`config.mk`:
```
export PLATFORM = sky130hd
export DESIGN_NAME = afm_ctrl
export DESIGN_NICKNAME = d
export VERILOG_FILES = /design/src/verilog/afm_pkg.sv /design/src/verilog/afm_chopper.sv /design/src/verilog/afm_ctrl.sv
export SDC_FILE = /design/constraint.sdc
export NUM_CORES = 1
export LEC_CHECK = 0
export BUFFER_PORTS_ARGS = -buffer_cell sky130_fd_sc_hd__clkbuf_2
export CELL_PAD_IN_SITES_DETAIL_PLACEMENT = 2
export CELL_PAD_IN_SITES_GLOBAL_PLACEMENT = 2
export CORE_ASPECT_RATIO = 1.1
export CORE_MARGIN = 5
export CORE_UTILIZATION = 32
export DETAILED_ROUTE_END_ITERATION = 16
export GPL_ROUTABILITY_DRIVEN = 0
export PLACE_DENSITY = 0.92
export SYNTH_ARGS = -nofsm -noshare
export SYNTH_HDL_FRONTEND = slang
export SYNTH_HIERARCHICAL = 1
export SYNTH_SLANG_ARGS = --single-unit
```
`constraint.sdc`:
```
create_clock -name pclk -period 2.4 [get_ports pclk]
set_input_delay 0.48 -clock pclk [delete_from_list [all_inputs] [get_ports pclk]]
set_output_delay 0.48 -clock pclk [all_outputs]
set_load 0.05 [all_outputs]
```
`src/verilog/afm_pkg.sv`:
```
/*
  Package for the converter front-end control: register indices, field positions,
  reset values, select encodings and timing counts.
  Assumes a 25 MHz APB clock that also stands in for the master clock.
*/
package afm_pkg;

  // Printed offsets are not all multiples of four, so they are indices.
  localparam logic [7:0] IDX_CHOP   = 8'h09;
  localparam logic [7:0] IDX_INSEL  = 8'h2a;
  localparam logic [7:0] IDX_REFSEL = 8'h2c;
  localparam logic [7:0] IDX_OPIN   = 8'h33;
  localparam logic [7:0] IDX_ADCCTL = 8'h2f;
  localparam logic [7:0] IDX_IRQCTL = 8'h07;
  localparam logic [7:0] IDX_IRQFLG = 8'h06;
  localparam logic [7:0] IDX_FILT   = 8'h13;
  localparam logic [7:0] IDX_RESH   = 8'h10;
  localparam logic [7:0] IDX_RESM   = 8'h11;
  localparam logic [7:0] IDX_RESL   = 8'h12;

  // Writable bit masks; other bits read zero.
  localparam logic [7:0] MASK_CHOP   = 8'h0f;
  localparam logic [7:0] MASK_INSEL  = 8'h7d;
  localparam logic [7:0] MASK_REFSEL = 8'h70;
  localparam logic [7:0] MASK_OPIN   = 8'hff;
  localparam logic [7:0] MASK_ADCCTL = 8'h0f;
  localparam logic [7:0] MASK_IRQCTL = 8'h82;
  localparam logic [7:0] MASK_FILT   = 8'h0f;
  localparam logic [7:0] RST_BYTE    = 8'h00;

  // Field positions.
  localparam int B_BYPASS = 0;
  localparam int B_FILTEN = 2;
  localparam int B_POS    = 3;
  localparam int B_NEG    = 5;
  localparam int B_REFL   = 4;
  localparam int B_REFH   = 6;
  localparam int B_AZ     = 0;
  localparam int B_MODEN  = 1;
  localparam int B_GAIN   = 2;
  localparam int B_RUN    = 3;
  localparam int B_INV    = 0;
  localparam int B_NONINV = 1;
  localparam int B_OPEN   = 3;
  localparam int B_CHOP   = 0;
  localparam int B_IE     = 1;
  localparam int B_GIE    = 7;
  localparam int B_FLAG   = 1;

  // Chopper codes and periods in master clock cycles.
  localparam logic [1:0]  CHOP_POS  = 2'b00;
  localparam logic [1:0]  CHOP_NEG  = 2'b01;
  localparam logic [1:0]  CHOP_500  = 2'b10;
  localparam logic [1:0]  CHOP_1000 = 2'b11;
  localparam logic [10:0] DIV_500   = 11'd500;
  localparam logic [10:0] DIV_1000  = 11'd1000;

  // Analog select bundle driving the multiplexers.
  typedef struct packed {
    logic [1:0] pos_source_sel;
    logic       filter_enable;
    logic       filter_bypass;
    logic [1:0] neg_source_sel;
    logic       ref_high_sel;
    logic [1:0] ref_low_sel;
    logic [1:0] opamp_noninv_sel;
    logic       opamp_inv_sel;
    logic [1:0] input_gain_sel;
    logic       auto_zero;
  } afm_sel_t;

endpackage : afm_pkg

```
`src/verilog/afm_chopper.sv`:
```
/*
  Chopper phase generator for the op-amp input stage.
  Assumes pclk is the master clock and the enable freezes state while low.
*/
`timescale 1ns/1ps
module afm_chopper
  import afm_pkg::*;
(
  // Clock and reset.
  input  wire logic       pclk,
  input  wire logic       presetn,
  input  wire logic       clk_en,
  // Control.
  input  wire logic       run,
  input  wire logic [1:0] mode,
  // Output.
  output logic            phase
);

  logic [10:0] cnt_reg, cnt_next;
  logic        ph_reg, ph_next;
  logic [10:0] period;

  always_comb begin
    period   = (mode == CHOP_1000) ? DIV_1000 : DIV_500;
    cnt_next = cnt_reg;
    ph_next  = ph_reg;
    if (!run) begin
      cnt_next = '0;
      ph_next  = (mode == CHOP_NEG); // RL11
    end else if (mode[1]) begin
      // Toggle every half period so a full cycle lasts the chosen division.
      if (cnt_reg >= (period >> 1) - 11'd1) begin
        cnt_next = '0;
        ph_next  = !ph_reg; // RL11
      end else begin
        cnt_next = cnt_reg + 11'd1;
      end
    end else begin
      cnt_next = '0;
      ph_next  = (mode == CHOP_NEG); // RL11
    end
  end

  always_ff @(posedge pclk or negedge presetn) begin
    if (!presetn) begin
      cnt_reg <= '0;
      ph_reg  <= 1'b0;
    end else if (clk_en) begin
      cnt_reg <= cnt_next;
      ph_reg  <= ph_next;
    end
  end

  assign phase = ph_reg;

endmodule : afm_chopper

```
`src/verilog/afm_ctrl.sv`:
```
/*
  Sigma-delta front-end control: APB register file, multiplexer selects, op-amp and
  modulator enables, comb filter run, result capture and conversion interrupt.
  Assumes the comb filter reports each new code with a one-cycle strobe on pclk.
*/
// Functional notes
// [RL1] Auto-zero ties both modulator inputs to the negative source.
// [RL2] Two-bit gain code drives the gain select: 2/3, 1, 2, 7/3.
// [RL3] Positive select routes op-amp out, op-amp plus, pin 2 or pin 3.
// [RL4] Filter enable bit turns the low-pass filter on.
// [RL5] Bypass picks the unfiltered node instead of the filtered one.
// [RL6] Negative select routes pin 2, pin 3, reference low or detect low.
// [RL7] Reference high select picks pin 4 or internal reference high.
// [RL8] Reference low select picks ground, pin 3 or internal reference low.
// [RL9] Op-amp plus select picks ground, detect high, pin 2 or pin 1.
// [RL10] Op-amp minus select picks its own output or pin 0.
// [RL11] Chopper field sets fixed orientation or chopping at divide 500/1000.
// [RL12] Op-amp enable bit powers the op-amp.
// [RL13] Interrupt reaches the CPU only with both enables set.
// [RL14] Modulator enable bit starts and stops the modulator.
// [RL15] Filter run bit releases the comb filter.
// [RL16] Software reads result bits 23 to 8 as two's complement.
// [RL17] Software calibrates offset with auto-zero, then subtracts it.
// [RL18] Software brings up supplies and bias before converting.
// [RL19] Comb filter stays in reset while filter run is zero.
// [RL20] Each new filter code raises the interrupt flag.
// [RL21] Unimplemented bits read zero and ignore writes; CHOP bits 3:2 and OPIN bits 7:4 are stored and read back.
// [RL22] Select outputs come straight from stored register bits.
`timescale 1ns/1ps
module afm_ctrl
  import afm_pkg::*;
(
  // Clock, reset and freeze.
  input  wire logic        pclk,
  input  wire logic        presetn,
  input  wire logic        clk_en,
  // APB slave.
  input  wire logic        psel,
  input  wire logic        penable,
  input  wire logic        pwrite,
  input  wire logic [11:0] paddr,
  input  wire logic [31:0] pwdata,
  output logic             pready,
  output logic             pslverr,
  output logic [31:0]      prdata,
  // Comb filter results.
  input  wire logic        code_valid,
  input  wire logic [23:0] code_data,
  // Analog and core controls.
  output afm_sel_t         sel,
  output logic             modulator_pos_is_neg,
  output logic             opamp_enable,
  output logic             chopper_phase,
  output logic             modulator_enable,
  output logic             filter_reset_n,
  output logic [2:0]       filter_rate,
  output logic             conv_irq
);

  logic [7:0]  insel_reg, insel_next;
  logic [7:0]  refsel_reg, refsel_next;
  logic [7:0]  opin_reg, opin_next;
  logic [7:0]  chop_reg, chop_next;
  logic [7:0]  adcctl_reg, adcctl_next;
  logic [7:0]  irqctl_reg, irqctl_next;
  logic [7:0]  filt_reg, filt_next;
  logic        flag_reg, flag_next;
  logic [23:0] res_reg, res_next;
  logic [31:0] rd_reg, rd_next;
  logic        err_reg, err_next;
  logic        rdy_reg, rdy_next;

  logic        access;
  logic        wr;
  logic        aligned;
  logic [7:0]  idx;
  logic [7:0]  wb;
  logic        hit;
  logic [7:0]  rbyte;

  // One wait state: the answer is registered, which keeps prdata off a long decode path.
  assign access  = psel && penable && !rdy_reg;
  assign idx     = paddr[9:2];
  assign aligned = (paddr[1:0] == 2'b00) && (paddr[11:10] == 2'b00);
  assign wb      = pwdata[7:0];
  assign wr      = access && pwrite && aligned;

  always_comb begin
    hit   = aligned;
    rbyte = RST_BYTE;
    unique case (idx)
      IDX_CHOP:   rbyte = chop_reg;
      IDX_INSEL:  rbyte = insel_reg;
      IDX_REFSEL: rbyte = refsel_reg;
      IDX_OPIN:   rbyte = opin_reg;
      IDX_ADCCTL: rbyte = adcctl_reg;
      IDX_IRQCTL: rbyte = irqctl_reg;
      IDX_IRQFLG: rbyte = 8'(flag_reg) << B_FLAG;
      IDX_FILT:   rbyte = filt_reg;
      IDX_RESH:   rbyte = res_reg[23:16];
      IDX_RESM:   rbyte = res_reg[15:8];
      IDX_RESL:   rbyte = res_reg[7:0];
      default:    hit   = 1'b0;
    endcase
  end

  always_comb begin
    insel_next  = insel_reg;
    refsel_next = refsel_reg;
    opin_next   = opin_reg;
    chop_next   = chop_reg;
    adcctl_next = adcctl_reg;
    irqctl_next = irqctl_reg;
    filt_next   = filt_reg;
    flag_next   = flag_reg;
    res_next    = res_reg;
    rd_next     = rd_reg;
    err_next    = 1'b0;
    rdy_next    = access;
    if (wr && hit) begin
      unique case (idx)
        IDX_CHOP:   chop_next   = wb & MASK_CHOP;   // RL21
        IDX_INSEL:  insel_next  = wb & MASK_INSEL;  // RL21
        IDX_REFSEL: refsel_next = wb & MASK_REFSEL; // RL21
        IDX_OPIN:   opin_next   = wb & MASK_OPIN;
        IDX_ADCCTL: adcctl_next = wb & MASK_ADCCTL; // RL21
        IDX_IRQCTL: irqctl_next = wb & MASK_IRQCTL; // RL21
        IDX_IRQFLG: flag_next   = flag_reg & wb[B_FLAG];
        IDX_FILT:   filt_next   = wb & MASK_FILT;   // RL21
        default:    rd_next     = rd_reg;
      endcase
    end
    if (access) begin
      rd_next  = (hit && !pwrite) ? {24'h000000, rbyte} : 32'h00000000;
      err_next = !hit;
    end
    // A new code wins over a clear in the same cycle.
    if (code_valid && filt_reg[B_RUN]) begin
      flag_next = 1'b1;      // RL20
      res_next  = code_data;
    end
    if (!filt_reg[B_RUN]) begin
      res_next = res_reg;
    end
  end

  always_ff @(posedge pclk or negedge presetn) begin
    if (!presetn) begin
      insel_reg  <= RST_BYTE;
      refsel_reg <= RST_BYTE;
      opin_reg   <= RST_BYTE;
      chop_reg   <= RST_BYTE;
      adcctl_reg <= RST_BYTE;
      irqctl_reg <= RST_BYTE;
      filt_reg   <= RST_BYTE;
      flag_reg   <= 1'b0;
      res_reg    <= '0;
      rd_reg     <= '0;
      err_reg    <= 1'b0;
      rdy_reg    <= 1'b0;
    end else if (clk_en) begin
      insel_reg  <= insel_next;
      refsel_reg <= refsel_next;
      opin_reg   <= opin_next;
      chop_reg   <= chop_next;
      adcctl_reg <= adcctl_next;
      irqctl_reg <= irqctl_next;
      filt_reg   <= filt_next;
      flag_reg   <= flag_next;
      res_reg    <= res_next;
      rd_reg     <= rd_next;
      err_reg    <= err_next;
      rdy_reg    <= rdy_next;
    end
  end

  assign pready  = rdy_reg;
  assign pslverr = err_reg;
  assign prdata  = rd_reg;

  // Selects are wired straight from the stored bits.
  assign sel.pos_source_sel   = insel_reg[B_POS +: 2];        // RL3 RL22
  assign sel.filter_enable    = insel_reg[B_FILTEN];          // RL4
  assign sel.filter_bypass    = insel_reg[B_BYPASS];          // RL5
  assign sel.neg_source_sel   = insel_reg[B_NEG +: 2];        // RL6
  assign sel.ref_high_sel     = refsel_reg[B_REFH];           // RL7
  assign sel.ref_low_sel      = refsel_reg[B_REFL +: 2];      // RL8
  assign sel.opamp_noninv_sel = opin_reg[B_NONINV +: 2];      // RL9
  assign sel.opamp_inv_sel    = opin_reg[B_INV];              // RL10
  assign sel.input_gain_sel   = adcctl_reg[B_GAIN +: 2];      // RL2
  assign sel.auto_zero        = adcctl_reg[B_AZ];             // RL1
  assign modulator_pos_is_neg = adcctl_reg[B_AZ];             // RL1
  assign opamp_enable         = opin_reg[B_OPEN];             // RL12
  assign modulator_enable     = adcctl_reg[B_MODEN];          // RL14
  assign filter_reset_n       = filt_reg[B_RUN];              // RL15 RL19
  assign filter_rate          = filt_reg[2:0];
  assign conv_irq = flag_reg && irqctl_reg[B_IE] && irqctl_reg[B_GIE]; // RL13

  afm_chopper u_chop (
    .pclk    (pclk),
    .presetn (presetn),
    .clk_en  (clk_en),
    .run     (opamp_enable),
    .mode    (chop_reg[B_CHOP +: 2]),
    .phase   (chopper_phase)
  );

  // Assertions.
  irq_gate_a: assert property (@(posedge pclk) disable iff (!presetn) // RL13
    conv_irq |-> (irqctl_reg[B_IE] && irqctl_reg[B_GIE] && flag_reg))
    else $error("interrupt without both enables");
  flag_set_a: assert property (@(posedge pclk) disable iff (!presetn) // RL20
    (clk_en && code_valid && filter_reset_n) |=> flag_reg)
    else $error("new code did not raise flag");
  filt_hold_a: assert property (@(posedge pclk) disable iff (!presetn) // RL19
    !filter_reset_n |=> (!flag_reg || $past(flag_reg)))
    else $error("flag rose while filter held in reset");
  az_tie_a: assert property (@(posedge pclk) disable iff (!presetn) // RL1
    modulator_pos_is_neg == sel.auto_zero)
    else $error("auto-zero tie mismatch");
  sel_write_a: assert property (@(posedge pclk) disable iff (!presetn) // RL22
    (clk_en && wr && idx == IDX_INSEL) |=> sel.pos_source_sel == $past(pwdata[B_POS +: 2]))
    else $error("select did not follow write");
  unimpl_zero_a: assert property (@(posedge pclk) disable iff (!presetn) // RL21
    (insel_reg & ~MASK_INSEL) == 8'h00 && (refsel_reg & ~MASK_REFSEL) == 8'h00)
    else $error("unimplemented bit set");
  mod_en_a: assert property (@(posedge pclk) disable iff (!presetn) // RL14
    (clk_en && wr && idx == IDX_ADCCTL) |=> modulator_enable == $past(pwdata[B_MODEN]))
    else $error("modulator enable mismatch");
  chop_fix_a: assert property (@(posedge pclk) disable iff (!presetn) // RL11
    (opamp_enable && chop_reg[1:0] == CHOP_POS) [*3] |-> !chopper_phase)
    else $error("fixed orientation not held");
  ready_a: assert property (@(posedge pclk) disable iff (!presetn)
    (clk_en && psel && penable && !pready) |=> pready)
    else $error("apb answer late");
  ready_one_a: assert property (@(posedge pclk) disable iff (!presetn)
    (pready && clk_en) |=> !pready)
    else $error("ready held past one cycle");
  err_unmap_a: assert property (@(posedge pclk) disable iff (!presetn)
    (clk_en && access && !hit) |=> (pslverr && prdata == 32'h00000000))
    else $error("unmapped access not refused");
  rd_zero_a: assert property (@(posedge pclk) disable iff (!presetn) // RL21
    pready |-> prdata[31:8] == 24'h000000)
    else $error("upper read bits not zero");
  // Every select and enable field shows the written byte from the next edge on.
  gain_write_a: assert property (@(posedge pclk) disable iff (!presetn) // RL2
    (clk_en && wr && idx == IDX_ADCCTL) |=> sel.input_gain_sel == $past(pwdata[B_GAIN +: 2]))
    else $error("gain select did not follow write");
  az_write_a: assert property (@(posedge pclk) disable iff (!presetn) // RL1
    (clk_en && wr && idx == IDX_ADCCTL) |=> sel.auto_zero == $past(pwdata[B_AZ]))
    else $error("auto-zero did not follow write");
  filt_en_write_a: assert property (@(posedge pclk) disable iff (!presetn) // RL4
    (clk_en && wr && idx == IDX_INSEL) |=> sel.filter_enable == $past(pwdata[B_FILTEN]))
    else $error("filter enable did not follow write");
  bypass_write_a: assert property (@(posedge pclk) disable iff (!presetn) // RL5
    (clk_en && wr && idx == IDX_INSEL) |=> sel.filter_bypass == $past(pwdata[B_BYPASS]))
    else $error("bypass did not follow write");
  neg_write_a: assert property (@(posedge pclk) disable iff (!presetn) // RL6
    (clk_en && wr && idx == IDX_INSEL) |=> sel.neg_source_sel == $past(pwdata[B_NEG +: 2]))
    else $error("negative select did not follow write");
  refh_write_a: assert property (@(posedge pclk) disable iff (!presetn) // RL7
    (clk_en && wr && idx == IDX_REFSEL) |=> sel.ref_high_sel == $past(pwdata[B_REFH]))
    else $error("reference high select did not follow write");
  refl_write_a: assert property (@(posedge pclk) disable iff (!presetn) // RL8
    (clk_en && wr && idx == IDX_REFSEL) |=> sel.ref_low_sel == $past(pwdata[B_REFL +: 2]))
    else $error("reference low select did not follow write");
  noninv_write_a: assert property (@(posedge pclk) disable iff (!presetn) // RL9
    (clk_en && wr && idx == IDX_OPIN) |=> sel.opamp_noninv_sel == $past(pwdata[B_NONINV +: 2]))
    else $error("op-amp plus select did not follow write");
  inv_write_a: assert property (@(posedge pclk) disable iff (!presetn) // RL10
    (clk_en && wr && idx == IDX_OPIN) |=> sel.opamp_inv_sel == $past(pwdata[B_INV]))
    else $error("op-amp minus select did not follow write");
  op_en_write_a: assert property (@(posedge pclk) disable iff (!presetn) // RL12
    (clk_en && wr && idx == IDX_OPIN) |=> opamp_enable == $past(pwdata[B_OPEN]))
    else $error("op-amp enable did not follow write");
  chop_mode_a: assert property (@(posedge pclk) disable iff (!presetn) // RL11
    (clk_en && wr && idx == IDX_CHOP) |=> chop_reg[B_CHOP +: 2] == $past(pwdata[B_CHOP +: 2]))
    else $error("chopper mode did not follow write");
  run_write_a: assert property (@(posedge pclk) disable iff (!presetn) // RL15
    (clk_en && wr && idx == IDX_FILT) |=> filter_reset_n == $past(pwdata[B_RUN]))
    else $error("filter run did not follow write");
  chop_neg_a: assert property (@(posedge pclk) disable iff (!presetn) // RL11
    (opamp_enable && chop_reg[B_CHOP +: 2] == CHOP_NEG) [*3] |-> chopper_phase)
    else $error("negative orientation not held");
  unimpl_more_a: assert property (@(posedge pclk) disable iff (!presetn) // RL21
    (chop_reg & ~MASK_CHOP) == 8'h00 && (adcctl_reg & ~MASK_ADCCTL) == 8'h00 &&
    (irqctl_reg & ~MASK_IRQCTL) == 8'h00 && (filt_reg & ~MASK_FILT) == 8'h00)
    else $error("unimplemented control bit set");
  // Results move only while the comb filter runs; a held filter keeps the last code.
  res_hold_a: assert property (@(posedge pclk) disable iff (!presetn) // RL19
    !filter_reset_n |=> $stable(res_reg))
    else $error("result moved while filter held");
  res_take_a: assert property (@(posedge pclk) disable iff (!presetn) // RL20
    (clk_en && code_valid && filter_reset_n) |=> res_reg == $past(code_data))
    else $error("new code not captured");
  flag_clear_a: assert property (@(posedge pclk) disable iff (!presetn)
    (clk_en && wr && idx == IDX_IRQFLG && !pwdata[B_FLAG] && !(code_valid && filter_reset_n))
    |=> !flag_reg)
    else $error("flag not cleared by write");

  wr_c:   cover property (@(posedge pclk) disable iff (!presetn) wr && idx == IDX_INSEL);
  irq_c:  cover property (@(posedge pclk) disable iff (!presetn) $rose(conv_irq));
  chop_c: cover property (@(posedge pclk) disable iff (!presetn) $rose(chopper_phase));
  az_c:   cover property (@(posedge pclk) disable iff (!presetn) $rose(sel.auto_zero));
  err_c:  cover property (@(posedge pclk) disable iff (!presetn) pslverr);

endmodule : afm_ctrl

```
==> results of run 1 <==
-- worst max-delay path by stage --
stage	startpoint	to	slack (ns)	cells past startpoint
finish	chop_reg[0]$_DFFE_PN0P_	u_chop/phase$_DFFE_PN0P_	0.30	6
global route	chop_reg[1]$_DFFE_PN0P_	u_chop/phase$_DFFE_PN0P_	0.14	6
CTS	chop_reg[1]$_DFFE_PN0P_	u_chop/phase$_DFFE_PN0P_	0.29	6
detailed placement	paddr[6]	irqctl_reg[7]$_DFFE_PN0P_	-0.001	5
global placement	paddr[6]	refsel_reg[6]$_DFFE_PN0P_	0.13	5
floorplan	paddr[4]	opin_reg[0]$_DFFE_PN0P_	0.1	6
-- report_power, final --
group | switching (W) | internal [W] | leakage, nW
clock network | 0.000535 | 0.000682 | 0.117
logic | 0.000196 | 0.0000615 | 1.25
registers | 0.00000213 | 0.00132 | 1.07
-- cells in the mapped netlist, types with 2 or more instances --
master	number	share of area [%]
a31oi_1	3	0.46
nor3_1	7	0.86
inv_1	15	1.4
nand2_1	29	2.7
xnor2_1	6	1.3
nand3_1	8	0.98
nand4_1	4	0.61
dfrtp_1	78	48
or3_1	3	0.46
nor4_1	4	0.61
ha_1	4	1.2
o31a_1	2	0.43
xor2_1	2	0.43
o2bb2ai_1	2	0.43
buf_4	29	5.3
mux2i_1	8	2.0
a21oi_1	3	0.37
clkbuf_1	8	0.74
o22ai_1	4	0.61
buf_2	3	0.37
and2_1	7	1.1
a22oi_1	8	1.5
and3_1	5	0.77
mux2_2	50	14
nor3_2	3	0.74
a221oi_1	2	0.43
mux2_1	8	2.2
nor2_1	14	1.3
o21ai_0	15	1.8
o211a_1	2	0.49
-- per-stage QoR --
step	total power, W	cells	setup TNS (ns)	cell area (µm²)	worst slack (ns)
6_report	0.00280	618	0	4930	0.303
5_1_grt	0.00290	618	0	4930	0.136
4_1_cts	0.00283	618	0	4930	0.286
3_5_place_dp	0.00160	605	-0.00138	4690	-0.00138
3_3_place_gp	0.00159	605	0	4690	0.134
2_1_floorplan	0.00152	385	0	4170	0.0986
-- routing by layer --
metal,GRT usage [%],part of all wire (%),vias up
met5,0,0,-
met4,6.61,1.9,0
met3,3.60,4.4,12
li1,-,-,1447
met2,32.2,54,78
met1,19.3,40,1612
-- worst register-to-register path, cell delays in order (launching register included) --
cell       delay, ns
dfrtp_1         0.42
nand2_1         0.14
ha_1            0.30
a2111oi_0       0.40
or3_1           0.32
a21oi_4         0.10
mux2_4          0.31
-- area by class of cell --
type / instances / area [µm²]
Clock buffer: 11 / 233
Inverter: 15 / 56.3
Multi-Input combinational cell: 251 / 1890
Timing Repair Buffer: 104 / 598
Tap cell: 157 / 196
Fill cell: 1339 / 7600
Clock inverter: 2 / 12.5
Sequential cell: 78 / 1950
-- cells by family (layout without fill, tap and decap cells) --
| group | count (synthesis) | after routing | synth area share [%] |
|---|---|---|---|
| AND/OR/NAND/NOR | 96 | 96 | 13.6 |
| flip-flops | 78 | 78 | 47.8 |
| multiplexers | 67 | 67 | 18.3 |
| buffers and inverters | 56 | 132 | 8.09 |
| AO/OA/AOI/OAI | 52 | 52 | 9.14 |
| XOR/XNOR | 8 | 8 | 1.72 |
| adder cells (fa/ha/maj) | 4 | 4 | 1.23 |
| other | 1 | 24 | 0.0919 |
==> impl_metrics.ini, run 1 <==
[outcome]
status = finished, final reports clean

[setup_path]
critPathKind = flop to flop
crit_buf_inv = 0
end_kind = flop
cp.arrival_ns = 2.33
r2r_end = u_chop/phase$_DFFE_PN0P_
rr_worst_depth = 6
r2r-start = chop_reg[0]$_DFFE_PN0P_
critical-path-max-stage-delay_ns = 0.42
cp.required_ns = 2.63
cp_top_family = compound AO/OA/AOI/OAI gates
path_cells = nand2_1 -> ha_1 -> a2111oi_0 -> or3_1 -> a21oi_4 -> mux2_4
crit_fanout = 5
reg2reg_slack_ns = 0.30
start_kind = flop
slowest_stage = dfrtp_1

[hold_path]
worstHoldPathType = input port to async pin

[flow_run]
maxCapViolations = 0

[cells_and_area]
final_common_cell = clkbuf_2
n_antenna_cell = 0
utilization_pct = 39.4
final_cell_mix = clkbuf_2, dfrtp_1, mux2_2
num-nets-final = 538
largest_register_ffs = 24
syn_to_final_growth_pct = 20.9
drive_above_1_share_pct = 38.6

[floorplanning]
die-area_mm2 = 0.0151
rows = 43
core_area_mm2 = 0.0125
die_w_um = 118
io_pins = 133
initial_core_util_pct = 32.6
die_h_um = 128

[logic_synthesis]
yosys_warnings = 6
ys.flop_type = dfrtp_1
ys_ff_latch = 78
synth_edf_count = 0
syn_avg_cell_area_um2 = 11.3
ys_seq_area_share_pct = 47.8
async_reset_ff_share_pct = 100
synthCells = 362
synth_cell_types = 56
synth_area_mm2 = 0.00408

[sta]
timing.final.crit_share_pct = 87.4
slew_headroom_pct = 64.3
period_needed_ns = 2.10
tightestPinTransition_ns = 0.532
max_freq_mhz = 477
finalClockSkew_ns = 0.00766
setup_viol = 0
hold_ws_ns = 0.0839
slew_viol_final = 0
rsz0062_at_grt = no
hold_viol_final = 0

[grt]
grt_max_degree = 51
grt_remaining_overflow = 0
grt_pass1_vias = 3619
grt_pass1_wl_um = 20500
antenna_found_initial = 0
grt_use_total_pct = 17.3

[pwr]
power_density_mw_per_mm2 = 567
peakVddDrop_mv = 0.238
p_leak_nw = 2.44

[clock_network]
numCtsBuffers = 9
cts_root_buf = clkbuf_16
cts_tree = done
cts_buffer_depth = 2
ctsHtreeMaxLevel = 3
cts.sinks = 78
post-cts-setup-buffers = 0
clk_pin_slew_ns = 0.06
holdBufCountCts = 0
cts.repair.resized = 0
clock_latency_ns = 0.34

[drt]
drt_wl_total_um = 12900
ant_nets = 0
dr.pass1.iters = 4
drc = 0
drtIter0Drc = 93
vias_per_cell = 5.10
vias = 3149
wl_per_cell_um = 20.9

[placement]
hpwlAfterDp_um = 9810
numPortBuffers = 84
No activity file was read; power rests on OpenSTA's default activity.
==> inputs of run 2 (changes only) <==
SYNTH_HIERARCHICAL = unset   (was 1)
clock period = 2.3 ns   (was 2.4 ns; I/O delays follow)
==> impl_metrics.ini, run 2 <==
[outcome]
status = finished, final reports clean

[setup_path]
crit_fanout = 5
start_kind = flop
end_kind = flop
cp.required_ns = 2.52
cp.arrival_ns = 2.29
critPathKind = flop to flop
rr_worst_depth = 7

[clock_network]
clk_pin_slew_ns = 0.06
cts_buffer_depth = 2
holdBufCountCts = 0
numCtsBuffers = 9
cts.sinks = 78
clock_latency_ns = 0.34
ctsHtreeMaxLevel = 3
post-cts-setup-buffers = 0
cts.repair.resized = 0
cts_tree = done
cts_root_buf = clkbuf_16

[cells_and_area]
syn_to_final_growth_pct = 23.2
utilization_pct = 40.2
largest_register_ffs = 24
finish.instance_area_mm2 = 0.00506
register_area_mm2 = 0.00195
num-nets-final = 545
nFillCells = 1376
multi_input_area_mm2 = 0.00195
drive_above_1_share_pct = 41.8
final_cell_mix = clkbuf_2, dfrtp_1, mux2_2
final_common_cell = clkbuf_2

[placement]
hpwlAfterDp_um = 10400
numPortBuffers = 84
placed_cell_area_mm2 = 0.00473

[logic_synthesis]
yosys.area.top_type = dfrtp_1
synth_edf_count = 0
yosys_warnings = 0
ys_seq_area_share_pct = 47.5
synth_most_common_cell = dfrtp_1
synthCells = 365
synth_top_area_share_pct = 47.5
synth_area_mm2 = 0.00411
synth_cell_types = 60
ys_top_cells_by_count = dfrtp_1, mux2_2, buf_4
ys.flop_type = dfrtp_1
ys_ff_latch = 78
async_reset_ff_share_pct = 100
synth_area_leaders = dfrtp_1, mux2_2, buf_4, nand2_1, mux2i_1
syn_avg_cell_area_um2 = 11.3

[grt]
grt_use_total_pct = 18.1
grt_pass1_vias = 3801
grt_remaining_overflow = 0
grt_pass1_wl_um = 21500
antenna_found_initial = 0
grt_max_degree = 40

[pwr]
power_frac_clock_pct = 48.4
p_leak_nw = 2.53
peakVddDrop_mv = 0.283
seqPwrFrac_pct = 42.7
switching_share_pct = 24.1
internal_power_w = 0.00246
p_comb_share_pct = 9.0
switching_power_w = 0.000780
power_density_mw_per_mm2 = 639

[sta]
slew_headroom_pct = 54.9
hold_viol_final = 0
fin_tns_setup_ns = 0
setup_viol = 0
rsz0062_at_grt = no
slew_viol_final = 0
period_needed_ns = 2.07
max_freq_mhz = 483
tightestPinTransition_ns = 0.659
timing.final.crit_share_pct = 90.0
finalClockSkew_ns = 0.00644

[drt]
drt_wl_total_um = 13600
drc = 0
vias = 3295
drtIter0Drc = 78
dr.pass1.iters = 4
vias_per_cell = 5.24
ant_nets = 0
wl_per_cell_um = 21.6

[floorplanning]
die_w_um = 118
initial_core_util_pct = 32.6
io_pins = 133
core_area_mm2 = 0.0126
die_h_um = 129
rows = 43
die-area_mm2 = 0.0152

[flow_run]
maxCapViolations = 0

[hold_path]
worstHoldPathType = input port to async pin
==> run 2: changes by cell type in the layout (fill, tap and decap cells not counted), sizes merged, moves of 4 or more <==
cell and delta:
inv -9, a22oi -5, and2 -5, and3 +5, a21oi +4, buf +4
or2 +4
==> run 2: final timing paths <==
kind | from | end | slack, ns
worst max-delay path | chop_reg[0]$_DFFE_PN0P_ | u_chop.phase$_DFFE_PN0P_ | 0.23
worst min-delay path | presetn | u_chop.cnt_reg[4]$_DFFE_PN0P_ | 0.09
worst max register to register | chop_reg[0]$_DFFE_PN0P_ | u_chop.phase$_DFFE_PN0P_ | 0.23
worst min register to register | prdata[5]$_DFFE_PN0P_ | prdata[5]$_DFFE_PN0P_ | 0.48
max in group asynchronous | presetn | opin_reg[0]$_DFFE_PN0P_ | 1.59
min in group pclk | code_data[12] | res_reg[12]$_DFFE_PN0P_ | 0.36
==> run 2: power by group through the flow <==
| stage | Clock (W) | Combinational (W) | Sequential [W] |
|---|---|---|---|
| CTS | 0.00159 | 0.000290 | 0.00138 |
| finish | 0.00157 | 0.000290 | 0.00138 |
| global placement | 0 | 0.000274 | 0.00141 |
| global route | 0.00165 | 0.000310 | 0.00138 |
| detailed placement | 0 | 0.000286 | 0.00141 |
| floorplan | 0 | 0.000176 | 0.00142 |
==> run 2: final cells by class <==
| cell class | count | share of cell area [%] |
|---|---|---|
| Clock buffer | 11 | 4.99 |
| Multi-Input combinational cell | 262 | 38.5 |
| Timing Repair Buffer | 108 | 11.9 |
| Tap cell | 157 | 3.88 |
| Inverter | 7 | 0.519 |
| Sequential cell | 78 | 38.5 |
| Antenna cell | 1 | 0.0494 |
| Clock inverter | 5 | 1.61 |
==> run 2: layer usage <==
metal | routed length [µm] | global-route usage [%]
met1 | 5460 | 20.4
met2 | 7310 | 33.0
met3 | 416 | 3.74
met4 | 400 | 8.16
met5 | 0 | 0
==> run 2: cells by family after synthesis <==
kind of cell,Yosys count,share of synthesized area [%]
AND/OR/NAND/NOR,108,15.5
flip-flops,78,47.5
multiplexers,67,18.1
AO/OA/AOI/OAI,52,8.98
buffers and inverters,48,7.15
XOR/XNOR,7,1.49
adder cells (fa/ha/maj),4,1.22
other,1,0.0912
==> run 2: worst max-delay path: stages, from the launching register on <==
cell	delay, ns
dfrtp_1	0.39
nand2_1	0.13
ha_1	0.29
a211o_1	0.26
a21oi_1	0.16
o211ai_1	0.19
and2_0	0.25
mux2_2	0.28
==> run 2: per-stage QoR <==
| stage | total power, W | hold slack, ns | worst slack (ns) | instances |
|---|---|---|---|---|
| 2_1_floorplan | 0.00159 | 0.164 | 0.282 | 388 |
| 3_3_place_gp | 0.00168 | 0.463 | 0.0755 | 612 |
| 3_5_place_dp | 0.00169 | 0.463 | 0.0214 | 612 |
| 4_1_cts | 0.00326 | 0.104 | 0.185 | 628 |
| 5_1_grt | 0.00334 | 0.130 | 0.0530 | 628 |
| 6_report | 0.00324 | 0.0894 | 0.230 | 629 |
